### src/rtl/stc_pkg.sv
// constants of the sixteen-bit timer/counter: register map, field layout, timing
// assumes an axi4-lite master on the same clock as the timer core
// Contract
// [RQ1] count kept as readable, writable high and low bytes
// [RQ2] count runs up to all ones, wraps to zero
// [RQ3] wrap to zero latches overflow flag, bit 0
// [RQ4] overflow request raised only while enable bit set
// [RQ5] control bit 1 picks external pin or internal clock
// [RQ6] timer mode counts instruction cycles through prescaler
// [RQ7] counter mode counts rising edges through prescaler
// [RQ8] control bit 0 runs or stops the count
// [RQ9] capture/compare reset input clears the count
// [RQ10] oscillator enable forces both oscillator pins to inputs
// [RQ11] bits 5-4 prescale one, two, four, eight
// [RQ12] control bit 3 powers crystal oscillator amplifier
// [RQ13] bit 2 low synchronises external clock, high not
// [RQ14] internal clock ignores the synchronisation bit
// [RQ15] timer input clock is core clock over four
// [RQ16] counter edges from oscillator pin when oscillator enabled
// [RQ17] count write beats simultaneous capture/compare reset
// [RQ18] prescaler precedes optional synchronisation stage
// [RQ19] upper two control bits read zero, ignore writes
package stc_pkg;
    localparam int          ADDR_W          = 8;
    localparam logic [7:0]  OFS_COUNT_LO    = 8'h00;
    localparam logic [7:0]  OFS_COUNT_HI    = 8'h04;
    localparam logic [7:0]  OFS_FLAG        = 8'h08;
    localparam logic [7:0]  OFS_IRQ_EN      = 8'h0c;
    localparam logic [7:0]  OFS_CTRL        = 8'h10;
    localparam logic [7:0]  OFS_PORT_DIR    = 8'h14;
    localparam logic [7:0]  OFS_PORT_DATA   = 8'h18;

    localparam int          CTRL_RUN        = 0;
    localparam int          CTRL_CS         = 1;
    localparam int          CTRL_SYNC_DIS   = 2;
    localparam int          CTRL_OSC_EN     = 3;
    localparam int          CTRL_PSC_LO     = 4;
    localparam int          CTRL_PSC_HI     = 5;
    localparam logic [7:0]  CTRL_MASK       = 8'h3f;
    localparam logic [7:0]  CTRL_RESET      = 8'h00;

    localparam int          FLAG_OVF        = 0;
    localparam int          EN_OVF          = 0;
    localparam int          PIN_OSC_IN      = 7;
    localparam int          PIN_OSC_OUT     = 6;
    localparam logic [1:0]  PIN_MASK        = 2'h3;
    localparam logic [7:0]  PORT_DIR_RESET  = 8'hff;
    localparam logic [7:0]  PORT_DATA_RESET = 8'h00;

    localparam logic [15:0] COUNT_RESET     = 16'h0000;
    localparam logic [15:0] COUNT_MAX       = 16'hffff;
    localparam int          INSTR_DIV       = 4;
    localparam logic [1:0]  RESP_OKAY       = 2'h0;
    localparam logic [1:0]  RESP_SLVERR     = 2'h2;
endpackage : stc_pkg

### src/rtl/stc_edge_sync.sv
// two-flop synchroniser with rising-edge pulse for one pin
// assumes the pin is asynchronous to aclk
`timescale 1ns/1ps
`default_nettype none
module stc_edge_sync (
    // clock and reset
    input  wire logic aclk,
    input  wire logic aresetn,
    // pin and result
    input  wire logic pin,
    output logic      rise
);
    logic meta_ff;
    logic sync_ff;
    logic prev_ff;

    // first flop feeds only the second
    always_ff @(posedge aclk) begin
        if (!aresetn) begin
            meta_ff <= 1'b0;
            sync_ff <= 1'b0;
            prev_ff <= 1'b0;
        end else begin
            meta_ff <= pin;
            sync_ff <= meta_ff;
            prev_ff <= sync_ff;
        end
    end

    assign rise = sync_ff & ~prev_ff;
endmodule : stc_edge_sync
`default_nettype wire

### src/rtl/stc_prescaler.sv
// power-of-two prescaler on single-cycle tick pulses
// assumes tick_in is a one-cycle pulse on aclk
`timescale 1ns/1ps
`default_nettype none
module stc_prescaler #(
    parameter int CNT_W = 3
) (
    // clock and reset
    input  wire logic       aclk,
    input  wire logic       aresetn,
    // control
    input  wire logic [1:0] ratio_sel,
    input  wire logic       clear,
    // ticks
    input  wire logic       tick_in,
    output logic            tick_out
);
    logic [CNT_W-1:0] cnt_ff;
    logic [CNT_W-1:0] mask;

    if (CNT_W < 3) begin : g_chk
        $error("prescaler needs at least three bits for 1:8");
    end

    assign mask     = CNT_W'((1 << ratio_sel) - 1); // RQ11
    assign tick_out = tick_in && ((cnt_ff & mask) == mask);

    always_ff @(posedge aclk) begin
        if (!aresetn || clear) begin
            cnt_ff <= '0;
        end else if (tick_in) begin
            cnt_ff <= cnt_ff + CNT_W'(1);
        end
    end
endmodule : stc_prescaler
`default_nettype wire

### src/rtl/stc_timer.sv
// sixteen-bit timer/counter with axi4-lite register access
// assumes aclk is the core oscillator clock; pins are asynchronous to it
`timescale 1ns/1ps
`default_nettype none
module stc_timer (
    // clock and reset
    input  wire logic                      aclk,
    input  wire logic                      aresetn,
    // axi4-lite write address
    input  wire logic [stc_pkg::ADDR_W-1:0] awaddr,
    input  wire logic [2:0]                awprot,
    input  wire logic                      awvalid,
    output logic                           awready,
    // axi4-lite write data
    input  wire logic [31:0]               wdata,
    input  wire logic [3:0]                wstrb,
    input  wire logic                      wvalid,
    output logic                           wready,
    // axi4-lite write response
    output logic [1:0]                     bresp,
    output logic                           bvalid,
    input  wire logic                      bready,
    // axi4-lite read address
    input  wire logic [stc_pkg::ADDR_W-1:0] araddr,
    input  wire logic [2:0]                arprot,
    input  wire logic                      arvalid,
    output logic                           arready,
    // axi4-lite read data
    output logic [31:0]                    rdata,
    output logic [1:0]                     rresp,
    output logic                           rvalid,
    input  wire logic                      rready,
    // capture/compare unit
    input  wire logic                      cc_reset,
    // oscillator input pin, shared port bit 7
    input  wire logic                      osc_input_pin_in,
    output logic                           osc_input_pin_out,
    output logic                           osc_input_pin_oe_n,
    // oscillator output pin, shared port bit 6, input side is ext_clock_pin
    input  wire logic                      ext_clock_pin_in,
    output logic                           osc_output_pin_out,
    output logic                           osc_output_pin_oe_n,
    // oscillator amplifier and overflow request
    output logic                           osc_amp_enable,
    output logic                           overflow_irq
);
    localparam int DIV_W = $clog2(stc_pkg::INSTR_DIV);

    // register state
    logic [15:0]                count_ff;
    logic [7:0]                 ctrl_ff;
    logic                       flag_ff;
    logic                       irq_en_ff;
    logic [1:0]                 port_dir_ff;
    logic [1:0]                 port_data_ff;
    logic                       irq_ff;
    logic [1:0]                 pin_oe_n_ff;
    logic [1:0]                 pin_out_ff;

    // bus state
    logic                       aw_held_ff;
    logic                       w_held_ff;
    logic [stc_pkg::ADDR_W-1:0] waddr_ff;
    logic [7:0]                 wbyte_ff;
    logic                       wlane_ff;
    logic                       awready_ff;
    logic                       wready_ff;
    logic                       bvalid_ff;
    logic [1:0]                 bresp_ff;
    logic                       arready_ff;
    logic                       rvalid_ff;
    logic [31:0]                rdata_ff;
    logic [1:0]                 rresp_ff;
    logic [stc_pkg::ADDR_W-1:0] raddr_ff;

    // count path
    logic [DIV_W-1:0]           div_ff;
    logic                       instr_tick;
    logic                       osc_rise;
    logic                       ext_rise;
    logic                       src_tick;
    logic                       psc_tick;
    logic                       sync_tick_ff;
    logic                       inc;
    logic                       do_wr;
    logic                       wr_lo;
    logic                       wr_hi;
    logic                       nxt_aw_held;
    logic                       nxt_w_held;
    logic                       nxt_rvalid;
    logic                       run;
    logic                       ext_mode;
    logic                       sync_dis;
    logic                       osc_en;

    if (DIV_W < 1 || stc_pkg::ADDR_W < 5) begin : g_chk
        $error("divider or address width out of range");
    end

    function automatic logic is_mapped(input logic [stc_pkg::ADDR_W-1:0] a);
        unique case (a)
            stc_pkg::OFS_COUNT_LO, stc_pkg::OFS_COUNT_HI, stc_pkg::OFS_FLAG,
            stc_pkg::OFS_IRQ_EN, stc_pkg::OFS_CTRL, stc_pkg::OFS_PORT_DIR,
            stc_pkg::OFS_PORT_DATA: is_mapped = 1'b1;
            default: is_mapped = 1'b0;
        endcase
    endfunction : is_mapped

    assign run      = ctrl_ff[stc_pkg::CTRL_RUN];
    assign ext_mode = ctrl_ff[stc_pkg::CTRL_CS];
    assign sync_dis = ctrl_ff[stc_pkg::CTRL_SYNC_DIS];
    assign osc_en   = ctrl_ff[stc_pkg::CTRL_OSC_EN];

    // write handshake: address and data are taken in either order
    assign do_wr       = aw_held_ff && w_held_ff && !bvalid_ff;
    assign wr_lo       = do_wr && wlane_ff && waddr_ff == stc_pkg::OFS_COUNT_LO;
    assign wr_hi       = do_wr && wlane_ff && waddr_ff == stc_pkg::OFS_COUNT_HI;
    assign nxt_aw_held = (aw_held_ff || (awvalid && awready_ff)) && !do_wr;
    assign nxt_w_held  = (w_held_ff || (wvalid && wready_ff)) && !do_wr;
    assign nxt_rvalid  = (rvalid_ff && !rready) || (arvalid && arready_ff);

    always_ff @(posedge aclk) begin
        if (!aresetn) begin
            aw_held_ff <= 1'b0;
            w_held_ff  <= 1'b0;
            awready_ff <= 1'b0;
            wready_ff  <= 1'b0;
        end else begin
            aw_held_ff <= nxt_aw_held;
            w_held_ff  <= nxt_w_held;
            awready_ff <= !nxt_aw_held;
            wready_ff  <= !nxt_w_held;
        end
    end

    always_ff @(posedge aclk) begin
        if (!aresetn) begin
            waddr_ff <= '0;
            wbyte_ff <= '0;
            wlane_ff <= 1'b0;
        end else begin
            if (awvalid && awready_ff) begin
                waddr_ff <= awaddr;
            end
            if (wvalid && wready_ff) begin
                wbyte_ff <= wdata[7:0];
                wlane_ff <= wstrb[0];
            end
        end
    end

    always_ff @(posedge aclk) begin
        if (!aresetn) begin
            bvalid_ff <= 1'b0;
            bresp_ff  <= stc_pkg::RESP_OKAY;
        end else if (do_wr) begin
            bvalid_ff <= 1'b1;
            bresp_ff  <= is_mapped(waddr_ff) ? stc_pkg::RESP_OKAY : stc_pkg::RESP_SLVERR;
        end else if (bready) begin
            bvalid_ff <= 1'b0;
        end
    end

    // read side: one outstanding read, answer one cycle after the address
    always_ff @(posedge aclk) begin
        if (!aresetn) begin
            arready_ff <= 1'b0;
            rvalid_ff  <= 1'b0;
            raddr_ff   <= '0;
        end else begin
            arready_ff <= !nxt_rvalid;
            rvalid_ff  <= nxt_rvalid;
            if (arvalid && arready_ff) begin
                raddr_ff <= araddr;
            end
        end
    end

    always_ff @(posedge aclk) begin
        if (!aresetn) begin
            rdata_ff <= '0;
            rresp_ff <= stc_pkg::RESP_OKAY;
        end else if (arvalid && arready_ff) begin
            rresp_ff <= is_mapped(araddr) ? stc_pkg::RESP_OKAY : stc_pkg::RESP_SLVERR;
            unique case (araddr)
                stc_pkg::OFS_COUNT_LO:  rdata_ff <= {24'h0, count_ff[7:0]};  // RQ1
                stc_pkg::OFS_COUNT_HI:  rdata_ff <= {24'h0, count_ff[15:8]}; // RQ1
                stc_pkg::OFS_FLAG:      rdata_ff <= 32'(flag_ff);
                stc_pkg::OFS_IRQ_EN:    rdata_ff <= 32'(irq_en_ff);
                stc_pkg::OFS_CTRL:      rdata_ff <= {24'h0, ctrl_ff};        // RQ19
                stc_pkg::OFS_PORT_DIR:  rdata_ff <= {24'h0, port_dir_ff, 6'h0};
                stc_pkg::OFS_PORT_DATA: rdata_ff <= {24'h0, port_data_ff, 6'h0};
                default:                rdata_ff <= '0;
            endcase
        end
    end

    // software registers; only byte lane 0 carries data
    always_ff @(posedge aclk) begin
        if (!aresetn) begin
            ctrl_ff      <= stc_pkg::CTRL_RESET;
            irq_en_ff    <= 1'b0;
            port_dir_ff  <= stc_pkg::PORT_DIR_RESET[7:6];
            port_data_ff <= stc_pkg::PORT_DATA_RESET[7:6];
        end else if (do_wr && wlane_ff) begin
            unique case (waddr_ff)
                stc_pkg::OFS_CTRL:      ctrl_ff <= wbyte_ff & stc_pkg::CTRL_MASK; // RQ19
                stc_pkg::OFS_IRQ_EN:    irq_en_ff <= wbyte_ff[stc_pkg::EN_OVF];
                stc_pkg::OFS_PORT_DIR:  port_dir_ff <= wbyte_ff[7:6];
                stc_pkg::OFS_PORT_DATA: port_data_ff <= wbyte_ff[7:6];
                default: ;
            endcase
        end
    end

    // instruction clock is one aclk in four
    always_ff @(posedge aclk) begin
        if (!aresetn) begin
            div_ff <= '0;
        end else begin
            div_ff <= (div_ff == DIV_W'(stc_pkg::INSTR_DIV - 1)) ? '0 : div_ff + DIV_W'(1);
        end
    end
    assign instr_tick = div_ff == DIV_W'(stc_pkg::INSTR_DIV - 1); // RQ15

    stc_edge_sync u_osc_sync (
        .aclk    (aclk),
        .aresetn (aresetn),
        .pin     (osc_input_pin_in),
        .rise    (osc_rise)
    );

    stc_edge_sync u_ext_sync (
        .aclk    (aclk),
        .aresetn (aresetn),
        .pin     (ext_clock_pin_in),
        .rise    (ext_rise)
    );

    // a stopped timer also freezes its prescaler
    assign src_tick = run && (ext_mode ? (osc_en ? osc_rise : ext_rise) // RQ5 RQ7 RQ16
                                       : instr_tick);                  // RQ6 RQ8

    stc_prescaler #(
        .CNT_W (3)
    ) u_psc (
        .aclk      (aclk),
        .aresetn   (aresetn),
        .ratio_sel (ctrl_ff[stc_pkg::CTRL_PSC_HI:stc_pkg::CTRL_PSC_LO]),
        .clear     (wr_lo || wr_hi),
        .tick_in   (src_tick),
        .tick_out  (psc_tick)
    );

    // synchronised mode adds a stage after the prescaler; the pins are always
    // brought onto aclk first, so unsynchronised mode only saves that stage
    always_ff @(posedge aclk) begin
        if (!aresetn) begin
            sync_tick_ff <= 1'b0;
        end else begin
            sync_tick_ff <= psc_tick; // RQ18
        end
    end
    assign inc = run && ((ext_mode && !sync_dis) ? sync_tick_ff : psc_tick); // RQ13 RQ14

    // write beats capture/compare reset, which beats counting
    always_ff @(posedge aclk) begin
        if (!aresetn) begin
            count_ff <= stc_pkg::COUNT_RESET;
        end else if (wr_lo || wr_hi) begin
            if (wr_lo) count_ff[7:0] <= wbyte_ff;  // RQ1 RQ17
            if (wr_hi) count_ff[15:8] <= wbyte_ff; // RQ1 RQ17
        end else if (cc_reset) begin
            count_ff <= stc_pkg::COUNT_RESET;      // RQ9
        end else if (inc) begin
            count_ff <= count_ff + 16'h0001;       // RQ2
        end
    end

    // overflow set wins over a software clear in the same cycle
    always_ff @(posedge aclk) begin
        if (!aresetn) begin
            flag_ff <= 1'b0;
        end else if (inc && !wr_lo && !wr_hi && !cc_reset
                     && count_ff == stc_pkg::COUNT_MAX) begin
            flag_ff <= 1'b1; // RQ3
        end else if (do_wr && wlane_ff && waddr_ff == stc_pkg::OFS_FLAG) begin
            flag_ff <= wbyte_ff[stc_pkg::FLAG_OVF];
        end
    end

    always_ff @(posedge aclk) begin
        if (!aresetn) begin
            irq_ff <= 1'b0;
        end else begin
            irq_ff <= flag_ff && irq_en_ff; // RQ4
        end
    end

    // oe_n high means the pin is an input
    always_ff @(posedge aclk) begin
        if (!aresetn) begin
            pin_oe_n_ff <= stc_pkg::PIN_MASK;
            pin_out_ff  <= '0;
        end else begin
            pin_oe_n_ff <= port_dir_ff | {2{osc_en}}; // RQ10
            pin_out_ff  <= port_data_ff;
        end
    end

    assign awready             = awready_ff;
    assign wready              = wready_ff;
    assign bvalid              = bvalid_ff;
    assign bresp               = bresp_ff;
    assign arready             = arready_ff;
    assign rvalid              = rvalid_ff;
    assign rdata               = rdata_ff;
    assign rresp               = rresp_ff;
    assign overflow_irq        = irq_ff;
    assign osc_amp_enable      = ctrl_ff[stc_pkg::CTRL_OSC_EN]; // RQ12
    assign osc_input_pin_oe_n  = pin_oe_n_ff[1];
    assign osc_output_pin_oe_n = pin_oe_n_ff[0];
    assign osc_input_pin_out   = pin_out_ff[1];
    assign osc_output_pin_out  = pin_out_ff[0];

    // checks
    logic wrap;
    assign wrap = inc && !wr_lo && !wr_hi && !cc_reset && count_ff == stc_pkg::COUNT_MAX;

    property p_wrap;
        @(posedge aclk) disable iff (!aresetn) wrap |=> count_ff == 16'h0000;
    endproperty
    a_wrap: assert property (p_wrap) else $error("count did not wrap"); // RQ2

    property p_flag;
        @(posedge aclk) disable iff (!aresetn) wrap |=> flag_ff ##1 irq_ff == irq_en_ff;
    endproperty
    a_flag: assert property (p_flag) else $error("overflow flag missing"); // RQ3

    property p_irq_mask;
        @(posedge aclk) disable iff (!aresetn) !irq_en_ff |=> !irq_ff;
    endproperty
    a_irq_mask: assert property (p_irq_mask) else $error("masked irq raised"); // RQ4

    property p_hold;
        @(posedge aclk) disable iff (!aresetn)
            !run && !wr_lo && !wr_hi && !cc_reset |=> $stable(count_ff);
    endproperty
    a_hold: assert property (p_hold) else $error("stopped count moved"); // RQ8

    property p_cc_clr;
        @(posedge aclk) disable iff (!aresetn)
            cc_reset && !wr_lo && !wr_hi |=> count_ff == 16'h0000;
    endproperty
    a_cc_clr: assert property (p_cc_clr) else $error("compare reset ignored"); // RQ9

    property p_wr_wins;
        @(posedge aclk) disable iff (!aresetn)
            wr_lo && cc_reset |=> count_ff[7:0] == $past(wbyte_ff);
    endproperty
    a_wr_wins: assert property (p_wr_wins) else $error("write lost to compare reset"); // RQ17

    property p_osc_in;
        @(posedge aclk) disable iff (!aresetn)
            osc_en |=> osc_input_pin_oe_n && osc_output_pin_oe_n;
    endproperty
    a_osc_in: assert property (p_osc_in) else $error("osc pin driven"); // RQ10

    property p_instr;
        @(posedge aclk) disable iff (!aresetn)
            instr_tick |=> !instr_tick [*3] ##1 instr_tick;
    endproperty
    a_instr: assert property (p_instr) else $error("instruction tick period"); // RQ15

    property p_ctrl_rd;
        @(posedge aclk) disable iff (!aresetn)
            rvalid_ff && raddr_ff == stc_pkg::OFS_CTRL |-> rdata_ff[7:6] == 2'h0;
    endproperty
    a_ctrl_rd: assert property (p_ctrl_rd) else $error("control top bits set"); // RQ19

    c_wrap: cover property (@(posedge aclk) disable iff (!aresetn) wrap);
    c_cc_clr: cover property (@(posedge aclk) disable iff (!aresetn) cc_reset && run);
    c_ext: cover property (@(posedge aclk) disable iff (!aresetn) inc && ext_mode && !sync_dis);
    c_irq: cover property (@(posedge aclk) disable iff (!aresetn) $rose(irq_ff));
endmodule : stc_timer
`default_nettype wire

### config.mk
export PLATFORM = sky130hd
export DESIGN_NAME = stc_timer
export DESIGN_NICKNAME = d
export VERILOG_FILES = /design/src/rtl/stc_pkg.sv /design/src/rtl/stc_edge_sync.sv /design/src/rtl/stc_prescaler.sv /design/src/rtl/stc_timer.sv
export SDC_FILE = /design/constraint.sdc
export NUM_CORES = 1
export LEC_CHECK = 0
export BUFFER_PORTS_ARGS = -buffer_cell sky130_fd_sc_hd__buf_4
export CAP_MARGIN = 20
export CORE_ASPECT_RATIO = 2
export CORE_UTILIZATION = 56
export DETAILED_ROUTE_END_ITERATION = 10
export PLACE_DENSITY = 0.9
export SETUP_SLACK_MARGIN = 0.2
export SYNTH_ARGS = -nofsm -noshare
export SYNTH_HDL_FRONTEND = slang
export SYNTH_SLANG_ARGS = --single-unit
### constraint.sdc
create_clock -name aclk -period 3.25 [get_ports aclk]
set_input_delay 0.1625 -clock aclk [delete_from_list [all_inputs] [get_ports aclk]]
set_output_delay 0.1625 -clock aclk [all_outputs]
set_load 0.01 [all_outputs]
# == Word level (Yosys, flattened, before mapping) ==
# Index checks and enable logic that the tools add are counted.
# totals
reg_bits,105
input_bits,68
output_inout_bits,47
# classes
n_addsub,4
eq_ne,17
shifts,1
mux,21
bitwise_logic,7
reduce_logical,51
# op_table
operator,count
$pmux 8 s7,1
$eq 8x5->1 const B,6
$mux 16,3
$eq 8x4->1 const B,4
$logic_and 1x1->1,21
$add 16x1->16 const B,1
$eq 16x16->1 const B,1
$eq 8x3->1 const B,2
$logic_not 8->1,2
$mux 8,2
$reduce_or 7->1,2
$mux 1,13
$reduce_and 2->1,6
$logic_not 1->1,11
$logic_or 1x1->1,5
$mux 2,2
$ne 2x2->1 const B,2
$reduce_bool 2->1,2
$add 3x1->3 const B,1
$and 3x3->3,1
$eq 3x3->1,1
$not 1->1,3
$reduce_bool 3->1,1
$shl 1x2->3 const A,1
6 further kinds,7

# == Depth between registers and ports, before layout ==
# Gate-level depths: netlist of run 1.
# depth
word_depth,13
depth_mapped,8
depth_no_buf,7

# == Modules after synthesis ==
# A second synthesis of run 1 with hierarchy kept.
# unflattened
hier_cells,463
area_unflattened_um2,3875.0
# modules_own_cells
mod,instances,cells_per_inst,area_per_inst_um2
stc_timer,1,432,3534.6
stc_edge_sync,2,7,92.6
stc_prescaler,1,17,155.1

# == Least setup slack after synthesis of run 1 ==
# OpenSTA, ideal clock, no wires.
# synth_path
path_kind,reg-to-reg
from,register waddr_ff[6] (netlist bit)
to,register count_ff[0]
arrival_ns,2.006
t_required_ns,3.118
setup_slack_ns,1.113
stages_incl_launch_ff,9
path_buffers,2
path_cell_list,dfxtp_1 -> or4_4 -> buf_6 -> nor4_4 -> or2_2 -> buf_4 -> o21ai_0 -> a211oi_1 -> nor3_1
# synth_between
elab_chain_len,5
word_cells_on_any_way,9
# synth_rtl
element,line,source
start: declaration,stc_timer.sv:63,logic [stc_pkg::ADDR_W-1:0] waddr_ff;
start signal: assignment,stc_timer.sv:143,waddr_ff <= awaddr;
$eq 8x3->1 or $logic_not 8->1 (tied branches),"stc_timer.sv:117, stc_timer.sv:116",
"$logic_and 1x1->1, on equally long branches","stc_timer.sv:117, stc_timer.sv:116",
$logic_or 1x1->1,stc_timer.sv:270,end else if (wr_lo || wr_hi) begin
$ne 2x2->1 (no source line) or $reduce_bool 3->1 (tied branches),-,
$reduce_and 2->1 (no source line),-,
end signal: assignment,stc_timer.sv:269,count_ff <= stc_pkg::COUNT_RESET;
end signal: assignment,stc_timer.sv:271,if (wr_lo) count_ff[7:0] <= wbyte_ff;
end signal: assignment,stc_timer.sv:274,count_ff <= stc_pkg::COUNT_RESET;
end: declaration,stc_timer.sv:50,logic [15:0] count_ff;
# Parallel ways exist; a longest one is shown, timed or not.
# A chain may end at the register's enable or synchronous reset.

# == Worst setup path after layout of run 1 ==
# layout_path
from,register waddr_ff[6] (netlist bit)
to,register count_ff[11]
# The elaborated chain is that of the path after synthesis.

==> results of run 1 <==
[worst max path at each step]
stage / from / endpoint / slack, ns / cells after the start
2_1_floorplan: waddr_ff[6] / count_ff[0] / 1.11 / 8
3_3_place_gp: waddr_ff[6] / count_ff[11] / 0.80 / 6
3_5_place_dp: waddr_ff[6] / count_ff[11] / 0.80 / 6
4_1_cts: waddr_ff[6] / count_ff[11] / 0.78 / 6
5_1_grt: waddr_ff[6] / count_ff[11] / 0.64 / 6
6_report: waddr_ff[6] / count_ff[11] / 0.74 / 6
[synthesized netlist by cell type, types with 2 or more instances]
cell type / n / share of area, %
dfxtp_1: 79 / 41
nand2_1: 70 / 6.8
a21oi_1: 44 / 5.7
nor2_1: 38 / 3.7
buf_4: 27 / 5.2
mux2i_1: 21 / 5.4
clkbuf_1: 19 / 1.8
o21ai_0: 16 / 2.1
nand3_1: 13 / 1.7
and2_1: 11 / 1.8
a31oi_1: 6 / 0.97
nand4_1: 6 / 0.97
a211oi_1: 5 / 0.97
a22o_1: 5 / 1.1
and3_1: 5 / 0.81
inv_1: 5 / 0.48
nand2b_1: 5 / 0.81
nor3_1: 5 / 0.65
a221oi_1: 4 / 0.90
a311oi_1: 4 / 0.90
o21a_1: 4 / 0.77
o221a_2: 4 / 1.2
o31a_1: 4 / 0.90
o32ai_1: 4 / 0.90
or3_1: 4 / 0.65
ha_1: 3 / 0.97
nor2b_1: 3 / 0.48
nor3b_1: 3 / 0.58
xor2_1: 3 / 0.68
a22oi_1: 2 / 0.39
a31o_2: 2 / 0.45
buf_1: 2 / 0.19
buf_2: 2 / 0.26
nand4b_1: 2 / 0.45
nor3_2: 2 / 0.52
nor4_1: 2 / 0.32
o311a_1: 2 / 0.52
or2_2: 2 / 0.32
xnor2_1: 2 / 0.45
[stage by stage]
step	area, µm²	utilization, %	instances	power [mW]
floorplan	3970	-	488	1.18
global placement	4220	63.3	584	1.22
detailed placement	4220	63.3	584	1.22
CTS	4510	67.6	600	2.18
global route	4510	67.6	600	2.26
finish	4510	67.6	600	2.18
[registers in the layout, indices dropped and copies added (netlist names), 2 cells and up]
register,flops
count_ff,16
rdata,8
waddr_ff,8
wbyte_ff,8
ctrl_ff,6
u_psc.cnt_ff,3
div_ff,2
pin_oe_n_ff,2
pin_out_ff,2
port_data_ff,2
port_dir_ff,2
[logic make-up after synthesis]
logic type,share of synthesized area (%)
AO/OA/AOI/OAI,19.5
buffers and inverters,8.42
other,0.0967
flip-flops,40.8
multiplexers,5.71
AND/OR/NAND/NOR,23.3
XOR/XNOR,1.13
adder cells (fa/ha/maj),0.968
[worst max-delay path, delay by kind of cell (launching register included)]
kind            cells  cell delay [ns]
compound gates      2             0.52
simple gates        4             1.57
flops               1             0.31
[final cells by class]
| cell class | count | area share [%] |
|---|---|---|
| Multi-Input combinational cell | 352 | 45.7 |
| Sequential cell | 79 | 35.0 |
| Timing Repair Buffer | 60 | 9.98 |
| Clock buffer | 10 | 5.29 |
| Tap cell | 88 | 2.44 |
| Clock inverter | 6 | 1.16 |
| Inverter | 5 | 0.416 |
[layer usage]
| metal | track usage [%] | vias to the layer above | routed length, µm |
|---|---|---|---|
| met5 | 0 | - | 0 |
| met2 | 53.7 | 139 | 5440 |
| met1 | 32.0 | 1669 | 3790 |
| met3 | 6.47 | 36 | 488 |
| li1 | - | 1696 | - |
| met4 | 21.6 | 0 | 606 |
[report_power, final]
part	total [mW]	switching (mW)	internal (mW)
clock network	0.978	0.430	0.548
logic	0.178	0.104	0.0737
registers	1.03	0.0327	0.995
==> run metrics, run 1 <==
normalized max-slew margin 41.8%; Worst setup EP type flop; Hold EP u_ext_sync.meta_ff; Post-synth EDFFs 0; R2R Setup Slk around 0.74 ns; total die area 0.00728 mm²; Core ar. about 0.0067 mm²; Synthesis Warnings 0; Setup-failing EPs final 0; Clk Latency, worst-skew pair 0.34 ns; nets 578; crit path time final roughly 2.5 ns; max cap viols 0; max incr delay on CP 0.59 ns; fmax 399 MHz; clk buf depth 2; chip height 120 µm; Antenna Cells 0; worst r2r src waddr_ff[6]; WP data required 3.48 ns; initial antenna violation count 0; largest net degree at the start of global routing 47; Mean Syn Cell Area 8.37 µm²; final WL 10,300 µm; critical-path maximum fanout 7; Hold Crit Class in2reg; Root Driver clkbuf_16; row count 42; io pins between 100 and 150; IO buf count 55; Reg2Reg Depth 6; pins over their slew limit 0; fill cell count 548; Num CTS Buffers 9; multi-input logic area 0.00206 mm²; Post-Syn Area 0.00388 mm²; H-tree depth 3; fin crit share 77.2%; crit path DAT 2.74 ns; Die X 60.8 µm; leak pwr between 1.5 and 2 nW; RSZ-0062 raised after global routing false; VDD IR-drop max 0.344 mV; most frequent cells in the layout 79 x dfxtp_1, 70 x nand2_1, 60 x buf_4; global-route wire length before repair 16,500 µm; Area growth, synth to finish 16.5%; postcts setup bufs 0; Clock Skews approximately 0.0055 ns; GP Congestion slightly above 0.9; register area 0.00158 mm²; synthesized flop and latch total 79; vias in the first global route about 3,400; dpl ws 0.798 ns; effective utilization at floorplan 58.1%; Final Hold Viols 0; drt pass-1 iters 5; worst path cell trace or4_4 > nor3_2 > nand2_1 > nor2_1 > a21oi_1 > o221a_2; Clock Sinks 79; total track usage 31.3%; Synth async-reset ratio 0%; Seq/Total Area, Yosys 40.8%; vias per cell roughly 5.9; total grt overflow 0; commonest non-fill, non-tap cell in the layout dfxtp_1; ys flop type dfxtp_1; setup TNS 0 ns; antenna-violating nets left 0; hold path cells 2; CTS Hold Bufs 0; drt first-iter violations 219; hold_sp ext_clock_pin_in; Post-DP HPWL 7490 µm; pwr dens slightly below 500 mW/mm²; worst r2r dst count_ff[11]; Setup CP Type reg2reg; drt wl/cell 17.2 µm; slowest CP cell or4_4; Hold Slack about 0.026 ns; crit start category flop; # resized after CTS 0; total number of vias between 3,000 and 4,000; slew at the pin closest to its max-slew limit 0.867 ns; clock transition at the registers of the reported paths roughly 0.060 ns; Yosys cell types a little over 60; Mapped Cells about 460; Final WS setup 0.742 ns; status completed; layout cell share with drive strength beyond 1 18.6%; Residual DRC 0; CTS tree built
(Power assumes the default switching activity.)
==> run 2, diff against run 1 <==
CORE_UTILIZATION = 47   (was 56)
PLACE_DENSITY = 0.81   (was 0.9)
clock period = 2.1 ns   (was 3.25 ns; I/O delays follow)
==> run metrics, run 2 (same netlist as run 1, synthesis figures left out) <==
status completed (unchanged); final WL 12,300 µm (was 10,300 µm); drt pass-1 iters 5 (unchanged); chip height 130 µm (was 120 µm); layout cell share with drive strength beyond 1 32.4% (was 18.6%); clock transition at the registers of the reported paths 0.06 ns (about the same); Residual DRC 0 (unchanged); Levels on crit path 6 (unchanged); fin crit share 99.9% (was 77.2%); fill cell count 647 (was 548); Clock Skews 0.00795 ns (was 0.00551 ns); commonest non-fill, non-tap cell in the layout buf_4 (was dfxtp_1); total track usage 30.2% (was 31.3%); Layout Cells excl Fill 660 (was 600); clk buf depth 2 (unchanged); critical-path maximum fanout 4 (was 7); hold path cells 3 (was 2); max FFs per register 16 (unchanged); design area 0.00524 mm² (was 0.00451 mm²); pwr dens 660 mW/mm² (was 484 mW/mm²); slew at the pin closest to its max-slew limit 0.673 ns (was 0.867 ns); Root Driver clkbuf_16 (unchanged); Num CTS Buffers 9 (unchanged); Die X 66.2 µm (was 60.8 µm); crit path time final 2.10 ns (was 2.51 ns); Area growth, synth to finish 35.1% (was 16.5%); Buffers & Inverters on Critical Path 1 (was 0); critical path's top delay family simple AND/OR/NAND/NOR gates (unchanged); max incr delay on CP 0.59 ns (about the same); Setup CP Type reg2reg (unchanged); Clock Sinks 79 (unchanged); WP data required 2.32 ns (was 3.48 ns); drt first-iter violations 268 (was 219); effective utilization at floorplan 48.8% (was 58.1%); worst path cell trace or4_4 > nor3_4 > buf_6 > nor4bb_2 > mux2i_1 > a21oi_1 (was or4_4 > nor3_2 > nand2_1 > nor2_1 > a21oi_1 > o221a_2); io pins 115 (unchanged); H-tree depth 3 (unchanged); max cap viols 0 (unchanged); Hold Crit Class in2reg (unchanged); VDD IR-drop max 0.620 mV (was 0.344 mV); crit start category flop (unchanged); antenna-violating nets left 0 (unchanged); R2R Setup Slk 0.002 ns (was 0.74 ns); placed cells 631 (was 584); GP Congestion 0.976 (was 0.932); Core ar. 0.00794 mm² (was 0.00667 mm²); Final WS setup 0.00165 ns (was 0.742 ns); most frequent cells in the layout 98 x buf_4, 75 x dfxtp_1, 64 x nand2_1 (was 79 x dfxtp_1, 70 x nand2_1, 60 x buf_4); setup TNS 0 ns (unchanged); vias in the first global route 3,821 (was 3,396); slowest CP cell or4_4 (unchanged); drt wl/cell 18.6 µm (was 17.2 µm); vias per cell 5.82 (was 5.90); Reg2Reg Depth 6 (unchanged); Worst setup EP type flop (unchanged); IO buf count 55 (unchanged); fmax 477 MHz (was 399 MHz); largest reg by FF count count_ff (unchanged); Antenna Cells 0 (unchanged); dpl ws 0.00214 ns (was 0.798 ns); crit path DAT 2.32 ns (was 2.74 ns); Setup-failing EPs final 0 (unchanged); Post-DP HPWL 8580 µm (was 7490 µm); Placed Area 0.00456 mm² (was 0.00422 mm²); Final Hold Viols 0 (unchanged); initial antenna violation count 0 (unchanged); RSZ-0062 raised after global routing true (was false); largest net degree at the start of global routing 31 (was 47); Hold Slack 0.0138 ns (was 0.0256 ns); row count 46 (was 42); total die area 0.00864 mm² (was 0.00728 mm²); normalized max-slew margin 55.0% (was 41.8%); pins over their slew limit 0 (unchanged); CTS tree built (unchanged); nets 630 (was 578); leak pwr 2.17 nW (was 1.78 nW); Clk Latency, worst-skew pair 0.34 ns (about the same); total grt overflow 0 (unchanged); total number of vias 3,838 (was 3,540); global-route wire length before repair 19,100 µm (was 16,500 µm)
==> run 2: cell types whose count changed in the layout (fill, tap and decap cells not counted), sizes merged <==
cell	delta
dlygate4sd3	+2
inv	+2
nor2	+1
clkinvlp	-1
clkinv	-1
buf	+49
==> run 2: layout make-up <==
cell class | instances | area [µm²] | share of cell area (%)
clock inverter | 6 | 50.0 | 0.956
sequential | 79 | 1590 | 30.3
timing repair buffer | 111 | 888 | 17.0
clock buffer | 10 | 239 | 4.56
tap | 96 | 120 | 2.29
inverter | 5 | 18.8 | 0.358
multi-input combinational | 353 | 2330 | 44.6
==> run 2: per-stage QoR <==
step / total power, mW / util, %
6_report: 3.46 / 65.9
5_1_grt: 3.58 / 65.9
4_1_cts: 3.45 / 64.6
3_5_place_dp: 1.92 / 57.5
3_3_place_gp: 1.91 / 57.5
2_1_floorplan: 1.83 / -
==> run 2: what timing repair did <==
item                                    in CTS  in global routing
setup buffers                                8                  2
endpoints found under the setup margin      27                 27
hold endpoints to repair                     2                  0
gates resized for setup                     40                 19
cloned                                       1                  0
pin swaps                                   12                 12
hold buffers                                 2                  0
==> run 2: path summary, 6_finish.rpt <==
path | startpoint | endpoint
min | awaddr[1] | waddr_ff[1]
max reg2reg | waddr_ff[1] | flag_ff
min reg2reg | div_ff[0] | div_ff[0]
max | waddr_ff[1] | flag_ff
==> run 2: power breakdown <==
part           internal, mW  switching [mW]
Sequential             1.54          0.0474
Clock                 0.851           0.663
Combinational         0.156           0.198
Total                  2.55           0.908
==> run 2: worst reg2reg max path: cells and delay by family (launching register included) <==
kind	cells	cell delay, ns
simple gates	3	1.18
flops	1	0.32
mux	1	0.26
buf+inv	1	0.14
compound gates	1	0.08
==> run 2: layer usage <==
layer	GRT usage [%]	vias up	wire length (µm)	part of all wire, %
met4	21.0	0	863	7.0
met1	29.5	1780	4260	35
met2	54.5	197	6480	53
met3	6.60	66	673	5.5
met5	0	-	0	0
li1	-	1795	-	-
==> run 3, diff against run 2 <==
clock period = 1.8 ns   (was 2.1 ns; I/O delays follow)
==> run metrics, run 3 (same netlist as run 1, synthesis figures left out) <==
Clock Skews 0.00519 ns (was 0.00795 ns); Final WS setup -0.320 ns (was 0.00165 ns); final WL 12,700 µm (was 12,300 µm); largest reg by FF count count_ff (unchanged); VDD IR-drop max 0.631 mV (was 0.620 mV); total number of vias 4,005 (was 3,838); Setup CP Type reg2reg (unchanged); chip height 130 µm (unchanged); crit path time final 2.12 ns (was 2.10 ns); failing checks negative setup slack; Setup-failing EPs final 28 (was 0); CTS tree built (unchanged); IO buf count 55 (unchanged); max incr delay on CP 0.59 ns (about the same); Core ar. 0.00794 mm² (unchanged); Hold Crit Class in2reg (unchanged); status finished with violations (was completed); vias in the first global route 3,914 (was 3,821); max cap viols 0 (unchanged); WP data required 2.02 ns (was 2.32 ns); io pins 115 (unchanged); antenna-violating nets left 0 (unchanged); fmax 472 MHz (was 477 MHz); largest net degree at the start of global routing 42 (was 31); initial antenna violation count 0 (unchanged); normalized max-slew margin 58.5% (was 55.0%); Num CTS Buffers 9 (unchanged); drt wl/cell 18.8 µm (was 18.6 µm); fin crit share 118% (was 99.9%); layout cell share with drive strength beyond 1 37.0% (was 32.4%); drt pass-1 iters 8 (was 5); most frequent cells in the layout 112 x buf_4, 75 x dfxtp_1, 60 x nand2_1 (was 98 x buf_4, 75 x dfxtp_1, 64 x nand2_1); Residual DRC 0 (unchanged); total track usage 30.5% (was 30.2%); clock transition at the registers of the reported paths 0.06 ns (about the same); clk buf depth 2 (unchanged); H-tree depth 3 (unchanged); nets 647 (was 630); crit start category flop (unchanged); row count 46 (unchanged); Area growth, synth to finish 41.5% (was 35.1%); RSZ-0062 raised after global routing true (unchanged); critical-path maximum fanout 4 (unchanged); Root Driver clkbuf_16 (unchanged); max FFs per register 16 (unchanged); crit path DAT 2.34 ns (was 2.32 ns); vias per cell 5.92 (was 5.82); Antenna Cells 0 (unchanged); GP Congestion 1.02 (was 0.976); pins over their slew limit 0 (unchanged); slew at the pin closest to its max-slew limit 0.622 ns (was 0.673 ns); Clock Sinks 79 (unchanged); Post-DP HPWL 8700 µm (was 8580 µm); Worst setup EP type flop (unchanged); commonest non-fill, non-tap cell in the layout buf_4 (unchanged); Clk Latency, worst-skew pair 0.34 ns (about the same); Final Hold Viols 0 (unchanged); total power 4.21 mW (was 3.46 mW); Die X 66.2 µm (unchanged); leak pwr 2.24 nW (was 2.17 nW); global-route wire length before repair 19,400 µm (was 19,100 µm); slowest CP cell or4_4 (unchanged); total die area 0.00864 mm² (unchanged); Layout Utilization 69.1% (was 65.9%); drt first-iter violations 346 (was 268); worst path cell trace or4_4 > nor4_4 > buf_4 > buf_4 > a21oi_2 > buf_4 > buf_4 > a21oi_1 > nor3_1 (was or4_4 > nor3_4 > buf_6 > nor4bb_2 > mux2i_1 > a21oi_1); effective utilization at floorplan 48.8% (unchanged); pwr dens 767 mW/mm² (was 660 mW/mm²); CP dominant cell by count buf_4; total grt overflow 0 (unchanged)
run 3: cell types whose count changed in the layout (fill, tap and decap cells not counted), moves of 2 or more:
cell and change:
buf_4 +14, nor2_1 -2, a311oi_2 +2, a21oi_1 -2, a21oi_2 +3, nand2_1 -4, a221oi_2 +2, nand2_2 +4
nor2_4 +3, buf_12 +3, a311oi_1 -2
run 3: cell type report:
type	count	area, µm²
fillers	606	2460
multi-input cells	354	2410
flip-flops and latches	79	1590
repair buffers	127	1040
clock buffers	9	225
well taps	96	120
clock inverters	7	86.3
inverters	5	18.8
run 3: per-stage QoR:
step	setup TNS, ns	worst slack (ns)	std cells	hold slack [ns]	area [µm²]
after floorplan	-5.47	-0.272	488	0.217	4010
after global placement	-6.09	-0.338	644	0.297	4690
after detailed placement	-6.90	-0.361	644	0.303	4690
after CTS	-5.64	-0.283	670	0.00168	5220
after global routing	-8.77	-0.391	677	0.0165	5490
final	-6.75	-0.320	677	0.00274	5490
run 3: what timing repair did:
item | in CTS | in global routing
hold buffers | 2 | 0
endpoints found under the setup margin | 31 | 32
gates cloned | 3 | 0
pin swaps | 10 | 14
gates resized for setup | 30 | 47
setup buffers | 5 | 7
hold endpoints to repair | 2 | 0
run 3: per-layer routing:
metal / GRT usage [%] / wire (µm) / part of all wire, % / vias up
li1: - / - / - / 1827
met1: 30.3 / 4190 / 33 / 1876
met2: 54.4 / 6670 / 52 / 216
met3: 4.08 / 659 / 5.2 / 86
met4: 25.4 / 1210 / 9.5 / 0
met5: 0 / 0 / 0 / -
run 3: worst paths after layout:
path              slack, ns  cells after the start                 end          startpoint
setup / recovery      -0.32                      9         count_ff[0]         waddr_ff[6]
hold / removal        0.003                      3         waddr_ff[6]           awaddr[6]
setup reg to reg      -0.32                      9         count_ff[0]         waddr_ff[6]
hold reg to reg        0.43                      1  u_osc_sync.sync_ff  u_osc_sync.meta_ff
run 3: where the power goes:
part	internal, mW	switching [mW]
clock	1.11	0.805
sequential	1.80	0.0482
combinational	0.199	0.252
total	3.10	1.10
run 3: critical path, delay by kind of cell (launching register included):
kind / cells / cell delay, ns
AOI/OAI and AO/OA: 2 / 0.24
buffers and inverters: 4 / 0.56
DFF: 1 / 0.32
and+or+nand+nor: 3 / 0.87
